`src/hdl/lsg_pkg.sv`:
```
`default_nettype none
package lsg_pkg;
  // ****************************************
  // Sizes
  // ****************************************
  localparam int PORT_COUNT = 4;
  localparam int PORT_W     = 8;
  localparam int PIN_W      = 32;
  localparam int ADDR_W     = 16;
  localparam int DATA_W     = 32;
  localparam int IDX_W      = 12;

  // ****************************************
  // Register indices, byte address is four times
  // ****************************************
  localparam logic [3:0][11:0] IDX_LATCH = {12'h008, 12'h007, 12'h006, 12'h005};
  localparam logic [3:0][11:0] IDX_SEG   = {12'h fd8, 12'hfd7, 12'hfd6, 12'hfd5};
  localparam logic [3:0][11:0] IDX_PIN   = {12'hff8, 12'hff7, 12'hff6, 12'hff5};
  localparam logic [3:0][11:0] IDX_DRIVE = {12'hfff, 12'hffe, 12'hffd, 12'hffc};

  // ****************************************
  // Reset values
  // ****************************************
  localparam logic [7:0] LATCH_RST = 8'hff;
  localparam logic [7:0] DRIVE_RST = 8'h00;
  localparam logic [7:0] SEG_RST   = 8'h00;

  // ****************************************
  // Types
  // ****************************************
  typedef enum logic [1:0] {
    LSG_K_LATCH = 2'b00,
    LSG_K_SEG   = 2'b01,
    LSG_K_PIN   = 2'b10,
    LSG_K_DRIVE = 2'b11
  } lsg_kind_e;

  typedef struct packed {
    logic      hit;
    logic [1:0] port;
    lsg_kind_e kind;
  } lsg_dec_s;

  typedef struct packed {
    logic [7:0] latch;
    logic [7:0] drive;
    logic [7:0] seg;
  } lsg_cfg_s;

  // ****************************************
  // Functions
  // ****************************************
  function automatic lsg_dec_s lsg_decode(input logic [15:0] addr);
    lsg_dec_s d;
    logic [11:0] idx;
    d   = '{hit: 1'b0, port: 2'b00, kind: LSG_K_LATCH};
    idx = addr[13:2];
    if (addr[1:0] == 2'b00 && addr[15:14] == 2'b00) begin
      for (int p = 0; p < PORT_COUNT; p++) begin
        if (idx == IDX_LATCH[p]) d = '{hit: 1'b1, port: 2'(p), kind: LSG_K_LATCH};
        if (idx == IDX_SEG[p])   d = '{hit: 1'b1, port: 2'(p), kind: LSG_K_SEG};
        if (idx == IDX_PIN[p])   d = '{hit: 1'b1, port: 2'(p), kind: LSG_K_PIN};
        if (idx == IDX_DRIVE[p]) d = '{hit: 1'b1, port: 2'(p), kind: LSG_K_DRIVE};
      end
    end
    return d;
  endfunction

  function automatic logic [7:0] lsg_rev8(input logic [7:0] v);
    logic [7:0] r;
    r = 8'h00;
    for (int i = 0; i < 8; i++) r[i] = v[7 - i];
    return r;
  endfunction
endpackage
`default_nettype wire

```
`src/hdl/lsg_sync.sv`:
```
`timescale 1ns/1ps
`default_nettype none
module lsg_sync #(
  parameter int W = 32
) (
  input  wire logic         clock,
  input  wire logic         rst_n,
  input  wire logic         ce,
  input  wire logic [W-1:0] d,
  output logic      [W-1:0] q
);
  logic [W-1:0] s1_r;
  logic [W-1:0] s2_r;
  logic [W-1:0] s1_nxt;
  logic [W-1:0] s2_nxt;

  // ****************************************
  // Two-flop pin synchroniser
  // ****************************************
  always_comb begin
    s1_nxt = ce ? d : s1_r;
    s2_nxt = ce ? s1_r : s2_r;
  end

  always_ff @(posedge clock or negedge rst_n) begin
    if (!rst_n) begin
      // Reset high like idle pins, so no false edge reaches peripherals
      s1_r <= '1;
      s2_r <= '1;
    end else begin
      s1_r <= s1_nxt;
      s2_r <= s2_nxt;
    end
  end

  assign q = s2_r;
endmodule
`default_nettype wire

```
`src/hdl/lsg_port_drive.sv`:
```
`timescale 1ns/1ps
`default_nettype none
module lsg_port_drive (
  input  wire lsg_pkg::lsg_cfg_s cfg,
  input  wire logic [7:0]        seg,
  input  wire logic [7:0]        alt,
  output logic      [7:0]        out_nxt,
  output logic      [7:0]        oe_nxt
);
  logic [7:0] level;

  // ****************************************
  // Per-pin output stage
  // ****************************************
  always_comb begin
    // Peripheral idles high, so latch one passes it through
    level   = cfg.latch & alt;
    out_nxt = (cfg.seg & seg) | (~cfg.seg & level);
    oe_nxt  = cfg.seg | ~level | cfg.drive;
  end
endmodule
`default_nettype wire

```
`src/hdl/lsg_gpio_top.sv`:
```
// Added by the designer: register access over APB.
`timescale 1ns/1ps
`default_nettype none
module lsg_gpio_top (
  input  wire logic        clock,
  input  wire logic        reset_n,
  input  wire logic        ce,
  input  wire logic        psel,
  input  wire logic        penable,
  input  wire logic        pwrite,
  input  wire logic [15:0] paddr,
  input  wire logic [31:0] pwdata,
  output logic      [31:0] prdata,
  output logic             pready,
  output logic             pslverr,
  input  wire logic [31:0] pin_in,
  output logic      [31:0] pin_out,
  output logic      [31:0] pin_oe,
  input  wire logic [31:0] lcd_seg,
  input  wire logic [7:0]  alt_out_a,
  output logic      [7:0]  alt_in_a
);
  // ****************************************
  // Reset release
  // ****************************************
  logic [1:0] rsync_r;
  logic       rst_sync_n;

  always_ff @(posedge clock or negedge reset_n) begin
    if (!reset_n) begin
      rsync_r <= 2'b00;
    end else begin
      rsync_r <= {rsync_r[0], 1'b1};
    end
  end

  assign rst_sync_n = rsync_r[1];

  // ****************************************
  // Pin input synchroniser
  // ****************************************
  logic [31:0] pin_sync;

  lsg_sync #(
    .W (lsg_pkg::PIN_W)
  ) u_sync (
    .clock (clock),
    .rst_n (rst_sync_n),
    .ce    (ce),
    .d     (pin_in),
    .q     (pin_sync)
  );

  assign alt_in_a = pin_sync[7:0];

  // ****************************************
  // Address decode
  // ****************************************
  lsg_pkg::lsg_dec_s dec;
  logic              access;
  logic              wr_fire;

  assign dec     = lsg_pkg::lsg_decode(paddr);
  assign access  = psel & penable;
  assign wr_fire = access & pready & pwrite;

  // ****************************************
  // Port configuration
  // ****************************************
  lsg_pkg::lsg_cfg_s [3:0] cfg_r;
  lsg_pkg::lsg_cfg_s [3:0] cfg_nxt;

  always_comb begin
    cfg_nxt = cfg_r;
    // Write lands on the completing edge only
    if (wr_fire && dec.hit) begin
      case (dec.kind)
        lsg_pkg::LSG_K_LATCH: begin
          cfg_nxt[dec.port].latch = pwdata[7:0];
        end
        lsg_pkg::LSG_K_SEG: begin
          cfg_nxt[dec.port].seg = pwdata[7:0];
        end
        lsg_pkg::LSG_K_DRIVE: begin
          cfg_nxt[dec.port].drive = pwdata[7:0];
        end
        default: begin
        end
      endcase
    end
  end

  always_ff @(posedge clock or negedge rst_sync_n) begin
    if (!rst_sync_n) begin
      for (int p = 0; p < lsg_pkg::PORT_COUNT; p++) begin
        cfg_r[p] <= '{latch: lsg_pkg::LATCH_RST, drive: lsg_pkg::DRIVE_RST, seg: lsg_pkg::SEG_RST};
      end
    end else if (ce) begin
      cfg_r <= cfg_nxt;
    end
  end

  // ****************************************
  // APB slave, one wait state
  // ****************************************
  logic        pready_nxt;
  logic        pslverr_nxt;
  logic [31:0] prdata_nxt;
  logic [7:0]  rd_byte;

  always_comb begin
    case (dec.kind)
      lsg_pkg::LSG_K_LATCH: rd_byte = cfg_r[dec.port].latch;
      lsg_pkg::LSG_K_SEG:   rd_byte = cfg_r[dec.port].seg;
      lsg_pkg::LSG_K_PIN:   rd_byte = pin_sync[dec.port*8 +: 8];
      lsg_pkg::LSG_K_DRIVE: rd_byte = cfg_r[dec.port].drive;
      default:              rd_byte = 8'h00;
    endcase
    pready_nxt  = access & ~pready;
    pslverr_nxt = access & ~pready & ~dec.hit;
    prdata_nxt  = (pready_nxt && !pwrite && dec.hit) ? {24'h000000, rd_byte} : 32'h00000000;
  end

  always_ff @(posedge clock or negedge rst_sync_n) begin
    if (!rst_sync_n) begin
      pready  <= 1'b0;
      pslverr <= 1'b0;
      prdata  <= 32'h00000000;
    end else if (ce) begin
      pready  <= pready_nxt;
      pslverr <= pslverr_nxt;
      prdata  <= prdata_nxt;
    end
  end

  // ****************************************
  // Output stages
  // ****************************************
  logic [31:0] seg_src;
  logic [31:0] alt_src;
  logic [31:0] out_nxt;
  logic [31:0] oe_nxt;

  assign seg_src = {lsg_pkg::lsg_rev8(lcd_seg[31:24]), lcd_seg[23:0]};
  assign alt_src = {24'hffffff, alt_out_a};

  for (genvar g = 0; g < lsg_pkg::PORT_COUNT; g++) begin : g_port
    lsg_port_drive u_drive (
      .cfg     (cfg_r[g]),
      .seg     (seg_src[g*8 +: 8]),
      .alt     (alt_src[g*8 +: 8]),
      .out_nxt (out_nxt[g*8 +: 8]),
      .oe_nxt  (oe_nxt[g*8 +: 8])
    );
  end

  // Registered so pins never glitch on decode
  always_ff @(posedge clock or negedge rst_sync_n) begin
    if (!rst_sync_n) begin
      pin_out <= 32'h00000000;
      pin_oe  <= 32'h00000000;
    end else if (ce) begin
      pin_out <= out_nxt;
      pin_oe  <= oe_nxt;
    end
  end

  // ****************************************
  // Assertions
  // ****************************************
  logic [31:0] latch_all;
  logic [31:0] drive_all;
  logic [31:0] seg_all;

  always_comb begin
    for (int p = 0; p < lsg_pkg::PORT_COUNT; p++) begin
      latch_all[p*8 +: 8] = cfg_r[p].latch;
      drive_all[p*8 +: 8] = cfg_r[p].drive;
      seg_all[p*8 +: 8]   = cfg_r[p].seg;
    end
  end

  property p_reset_values;
    @(posedge clock) disable iff (!reset_n)
    $rose(rst_sync_n) |-> latch_all == 32'hffffffff && drive_all == 32'h00000000 && seg_all == 32'h00000000;
  endproperty
  a_reset_values: assert property (p_reset_values) else $error("Reset values wrong");

  property p_seg_drive;
    @(posedge clock) disable iff (!rst_sync_n)
    ce |=> ((pin_oe & $past(seg_all)) == $past(seg_all))
           && (((pin_out ^ $past(seg_src)) & $past(seg_all)) == 32'h00000000);
  endproperty
  a_seg_drive: assert property (p_seg_drive) else $error("Segment pin not driven");

  property p_drive_mode;
    @(posedge clock) disable iff (!rst_sync_n)
    ce |=> ((~$past(seg_all) & $past(latch_all & alt_src) & ~$past(drive_all) & pin_oe) == 32'h00000000)
           && ((~$past(seg_all) & $past(latch_all & alt_src) & $past(drive_all) & ~(pin_oe & pin_out))
               == 32'h00000000);
  endproperty
  a_drive_mode: assert property (p_drive_mode) else $error("Drive mode wrong");

  property p_latch_low;
    @(posedge clock) disable iff (!rst_sync_n)
    ce |=> ((~$past(seg_all) & ~$past(latch_all & alt_src) & ~(pin_oe & ~pin_out)) == 32'h00000000);
  endproperty
  a_latch_low: assert property (p_latch_low) else $error("Latch zero not driven low");

  property p_read_latch;
    @(posedge clock) disable iff (!rst_sync_n)
    (access && pready && !pwrite && dec.hit && dec.kind == lsg_pkg::LSG_K_LATCH)
      |-> prdata[7:0] == cfg_r[dec.port].latch;
  endproperty
  a_read_latch: assert property (p_read_latch) else $error("Latch read wrong");

  property p_read_pins;
    @(posedge clock) disable iff (!rst_sync_n)
    (access && pready && !pwrite && dec.hit && dec.kind == lsg_pkg::LSG_K_PIN)
      |-> prdata[7:0] == $past(pin_sync[dec.port*8 +: 8]);
  endproperty
  a_read_pins: assert property (p_read_pins) else $error("Pin read wrong");

  property p_byte_wide;
    @(posedge clock) disable iff (!rst_sync_n)
    pready |-> prdata[31:8] == 24'h000000 && $past(access) && !$past(pready);
  endproperty
  a_byte_wide: assert property (p_byte_wide) else $error("Upper bits or timing wrong");

  property p_reversed;
    @(posedge clock) disable iff (!rst_sync_n)
    ce |=> ((pin_out[31:24] ^ lsg_pkg::lsg_rev8($past(lcd_seg[31:24]))) & $past(cfg_r[3].seg)) == 8'h00;
  endproperty
  a_reversed: assert property (p_reversed) else $error("Last port order wrong");

  property p_sync_delay;
    @(posedge clock) disable iff (!rst_sync_n)
    (ce && $past(ce) && $past(rst_sync_n)) |=> pin_sync == $past(pin_in, 2);
  endproperty
  a_sync_delay: assert property (p_sync_delay) else $error("Pin sync delay wrong");

  property p_reset_outputs;
    @(posedge clock) disable iff (!reset_n)
    $rose(rst_sync_n) |-> pin_out == 32'h00000000 && pin_oe == 32'h00000000
                          && !pready && !pslverr && prdata == 32'h00000000;
  endproperty
  a_reset_outputs: assert property (p_reset_outputs) else $error("Outputs not quiet in reset");

  // Release waits two edges so all flops on rst_sync_n leave reset together
  property p_reset_release;
    @(posedge clock) disable iff (!reset_n)
    $rose(rst_sync_n) |-> $past(reset_n, 2);
  endproperty
  a_reset_release: assert property (p_reset_release) else $error("Reset released too early");

  // Clock enable low holds every register but the reset synchroniser, handshake too
  property p_ce_freeze;
    @(posedge clock) disable iff (!rst_sync_n)
    !ce |=> cfg_r == $past(cfg_r) && pin_out == $past(pin_out) && pin_oe == $past(pin_oe)
            && pready == $past(pready) && pin_sync == $past(pin_sync);
  endproperty
  a_ce_freeze: assert property (p_ce_freeze) else $error("State moved with clock enable low");

  property p_write_lands;
    @(posedge clock) disable iff (!rst_sync_n)
    (ce && wr_fire && dec.hit && dec.kind == lsg_pkg::LSG_K_LATCH)
      |=> cfg_r[$past(dec.port)].latch == $past(pwdata[7:0]);
  endproperty
  a_write_lands: assert property (p_write_lands) else $error("Latch write lost");

  property p_pin_write_ignored;
    @(posedge clock) disable iff (!rst_sync_n)
    (wr_fire && dec.kind == lsg_pkg::LSG_K_PIN) |=> cfg_r == $past(cfg_r);
  endproperty
  a_pin_write_ignored: assert property (p_pin_write_ignored) else $error("Pin-state write changed config");

  // Unmapped or unaligned: error, empty data, write dropped
  property p_bad_addr;
    @(posedge clock) disable iff (!rst_sync_n)
    (ce && access && !pready && !dec.hit)
      |=> (pready && pslverr && prdata == 32'h00000000) ##1 cfg_r == $past(cfg_r);
  endproperty
  a_bad_addr: assert property (p_bad_addr) else $error("Bad address not refused");

  property p_idle_outputs;
    @(posedge clock) disable iff (!rst_sync_n)
    !pready |-> prdata == 32'h00000000 && !pslverr;
  endproperty
  a_idle_outputs: assert property (p_idle_outputs) else $error("Read data outside completion");

  c_seg_write: cover property (@(posedge clock) disable iff (!rst_sync_n)
    wr_fire && dec.hit && dec.kind == lsg_pkg::LSG_K_SEG);
  c_pin_read: cover property (@(posedge clock) disable iff (!rst_sync_n)
    access && pready && !pwrite && dec.kind == lsg_pkg::LSG_K_PIN);
  c_bad_addr: cover property (@(posedge clock) disable iff (!rst_sync_n) pslverr);
  c_open_drain: cover property (@(posedge clock) disable iff (!rst_sync_n) ce && pin_oe != 32'hffffffff);
  c_clock_hold: cover property (@(posedge clock) disable iff (!rst_sync_n) !ce);
endmodule
`default_nettype wire

```
`config.mk`:
```
export PLATFORM = sky130hd
export DESIGN_NAME = lsg_gpio_top
export DESIGN_NICKNAME = d
export VERILOG_FILES = /design/src/hdl/lsg_pkg.sv /design/src/hdl/lsg_sync.sv /design/src/hdl/lsg_port_drive.sv /design/src/hdl/lsg_gpio_top.sv
export SDC_FILE = /design/constraint.sdc
export NUM_CORES = 1
export LEC_CHECK = 0
export BUFFER_PORTS_ARGS = -buffer_cell sky130_fd_sc_hd__clkbuf_2
export CORE_AREA = 4 4 148 150
export CTS_CLUSTER_DIAMETER = 50
export CTS_CLUSTER_SIZE = 20
export DETAILED_ROUTE_END_ITERATION = 16
export DIE_AREA = 0 0 152 154
export GPL_ROUTABILITY_DRIVEN = 0
export HOLD_SLACK_MARGIN = 0.15
export PLACE_DENSITY_LB_ADDON = 0.2
export SLEW_MARGIN = 25
export SYNTH_ARGS = -nofsm -noshare
export SYNTH_HDL_FRONTEND = slang
export SYNTH_SLANG_ARGS = --single-unit
```
`constraint.sdc`:
```
create_clock -name clock -period 8.9 [get_ports clock]
set_clock_uncertainty 0.05 [all_clocks]
set_input_delay 0.89 -clock clock [delete_from_list [all_inputs] [get_ports clock]]
set_output_delay 0.89 -clock clock [all_outputs]
set_load 0.02 [all_outputs]
```
==> results_dict.tcl <==
set metrics [dict create \
    drt_iter0_drc 681 \
    coreArea_um2 20700 \
    htreeDepth 1 \
    cts_sinks 236 \
    regArea_um2 6030 \
    first_global_vias 7829 \
    fin_cells 1388 \
    io_pins 232 \
    drcViolationCount 0 \
    leakage_nw 5.65 \
    rrSetupSlack_ns 6.90 \
    drive_gt1_frac 0.456 \
    p_seq_frac 0.484 \
    fillers 1704 \
    avgRoutedWirePerCell_um 21.0 \
    combPwrFrac 0.075 \
    period_share 0.409 \
    ctsLongestPathBuffers 3 \
    endpoint_kind "flop" \
    cts_setup_buffers 0 \
    synthTopCellsByCount "dfrtp_1 (140), mux2_2 (140), nor2_1 (106)" \
    pwr-share-clk 0.441 \
    crit_type "in -> reg" \
    synth.avg_cell_area_um2 11.8 \
    numCtsBuffers 23 \
    grt_max_degree 166 \
    io_buffers 183 \
    grt_pass1_wl_um 45500 \
    layout.nets 1222 \
    hp-class "reg -> async" \
    slew_violations 0 \
    globalRouteTotalUtil 0.243 \
    grt_remaining_overflow 0 \
    crit_chain "clkbuf_2 > or4_4 > or3_4 > a221o_1 > a21oi_2 > nand2_2 > nor2_4 > mux2_2" \
    pre_cts_ws_ns 4.76 \
    synth_area_um2 11100 \
    start_util 0.537 \
    cap_violations 0 \
    ff2ff_path_depth 7 \
    synthDominantCellAreaShare 0.315 \
    hold_viol 0 \
    vias 8089 \
    timing.final.setup_violations 0 \
    async_flop_share 1.00 \
    drt_wl_total_um 29200 \
    drtAntennaViolNets 0 \
    rows 53 \
    cts_root_buf "clkbuf_16" \
    postCtsResizedCells 0 \
    cp_slowest_cell "a21oi_2" \
    synth_edf_count 0 \
    synth-seq-cells 236 \
    worstMarginPinSlew_ns 1.05 \
    syn_to_final_growth_pct 16.4 \
    multi_input_area_um2 4690 \
    outcome "completed" \
    synthCells 939 \
    hpwl_um 21000 \
    cts_tree "built" \
    r2r-end "prdata[3]$_DFFE_PN0P_" \
    antenna_found_initial 0 \
    vias_per_cell 5.83 \
    dr.pass1.iters 5 \
    crit_path_start_kind "input port" \
    synth_largest_area_cell "dfrtp_1" \
    synth.distinct_cells 72 \
    fin_util 0.626 \
    critPathRequiredTime_ns 9.26 \
    switching_power_mw 0.599 \
    fp.dieW_um 152 \
    fin_crit_ns 3.64 \
    worstPathMaxFanout 11 \
    dieHeight_um 154 \
    placedCellCount 1344 \
    holdWs_ns 0.166 \
    relSlewSlack 0.295 \
    yosysSeqAreaShare 0.542 \
    synthFlopType "dfrtp_1" \
    ys_warn_count 0 \
    regToRegStartpoint "pready$_DFFE_PN0P_" \
    fmax_ghz 0.275 \
    p_sw_frac 0.246 \
    n_antenna_cell 0 \
    slowest_delay_ns 0.65 \
    yosys-top-cells-area "dfrtp_1 (32%), dfstp_2 (23%), mux2_2 (14%)" \
    finalSetupTns_ns 0 \
    grt_setup_unrepaired "false" \
    p_int_mw 1.84 \
    p_per_area_nw_per_um2 188 \
    clk_pin_slew_ns 0.07 \
    clk_latency_ns 0.52 \
    dieArea_um2 23400 \
    setup_slack_ns 5.26 \
    arrival_ns 3.99 \
    peakVddDrop_v 0.000119 \
    postCtsHoldBufs 1 \
]
-- area by class of cell --
cell class / instances / area share
multi-input combinational: 637 / 0.362
inverter: 8 / 0.00232
sequential: 236 / 0.466
timing repair buffer: 190 / 0.0780
clock buffer: 24 / 0.0455
clock inverter: 18 / 0.0196
tap: 275 / 0.0266
-- power by group through the flow --
stage | logic, mW | registers [mW] | clock network, mW
after floorplan | 0.109 | 1.21 | 0
after global placement | 0.175 | 1.20 | 0
after detailed placement | 0.178 | 1.20 | 0
after CTS | 0.178 | 1.18 | 1.09
after global routing | 0.200 | 1.19 | 1.14
final | 0.183 | 1.18 | 1.08
-- stage by stage --
step                area (µm²)  power, mW
floorplan                11200       1.32
CTS                      12900       2.46
global route             12900       2.53
finish                   12900       2.44
detailed placement       12100       1.38
global placement         12100       1.37
-- worst max-delay path by stage --
stage	from	to	depth (start not counted)
after floorplan	rsync_r[1]$_DFF_PN0_	asynchronous set/reset pin	0
after global placement	paddr[10]	flop	8
after detailed placement	paddr[10]	flop	8
after CTS	paddr[10]	flop	8
after global routing	paddr[1]	prdata[0]$_DFFE_PN0P_	9
final	paddr[10]	flop	8
-- kinds of logic (layout without fill, tap and decap cells) --
| group | after synthesis | count (layout) | synth area share |
|---|---|---|---|
| AND/OR/NAND/NOR | 241 | 241 | 0.114 |
| flip-flops | 236 | 236 | 0.542 |
| multiplexers | 199 | 199 | 0.198 |
| AO/OA/AOI/OAI | 172 | 172 | 0.101 |
| buffers and inverters | 89 | 240 | 0.0440 |
| other | 2 | 25 | 0.000676 |
-- placed cells by master (no fill, tap or decap), types with 3 or more instances in the layout --
cell,netlist,final
a21oi_1,68,68
a31oi_1,28,28
and3_1,5,5
buf_4,34,4
bufinv_16,0,4
clkbuf_16,0,23
clkbuf_2,0,182
clkinvlp_4,0,4
conb_1,2,25
dfrtp_1,140,139
dfstp_2,96,96
inv_1,8,8
inv_6,0,3
mux2_1,21,21
mux2_2,140,140
mux2i_1,36,36
nand2_1,48,48
nand2_2,4,4
nand2b_1,5,5
nand3_1,7,7
nand3_2,3,3
nand4_1,4,4
nor2_1,106,106
nor2_4,8,8
nor2_8,3,3
nor3_1,16,16
nor3b_1,4,4
nor4b_1,3,3
o211ai_1,6,6
o21ai_0,14,14
o21ai_1,3,3
o221a_2,5,5
o221ai_1,14,14
o22ai_1,6,6
or3_1,6,6
-- worst max-delay path, delay by kind of cell --
family | cells | cell delay (ns)
AOI/OAI and AO/OA | 2 | 1.10
buffers and inverters | 1 | 0.09
muxes | 1 | 0.37
and+or+nand+nor | 4 | 1.52
-- routing by layer --
layer / wire (µm) / up-vias / part of all wire / GRT usage
met5: 0 / - / 0 / 0
met4: 843 / 0 / 0.029 / 0.0698
met3: 2220 / 58 / 0.076 / 0.0428
met2: 13200 / 349 / 0.45 / 0.364
met1: 12900 / 4002 / 0.44 / 0.366
li1: - / 3680 / - / -
Note: power is estimated with default switching activity, not from simulation.
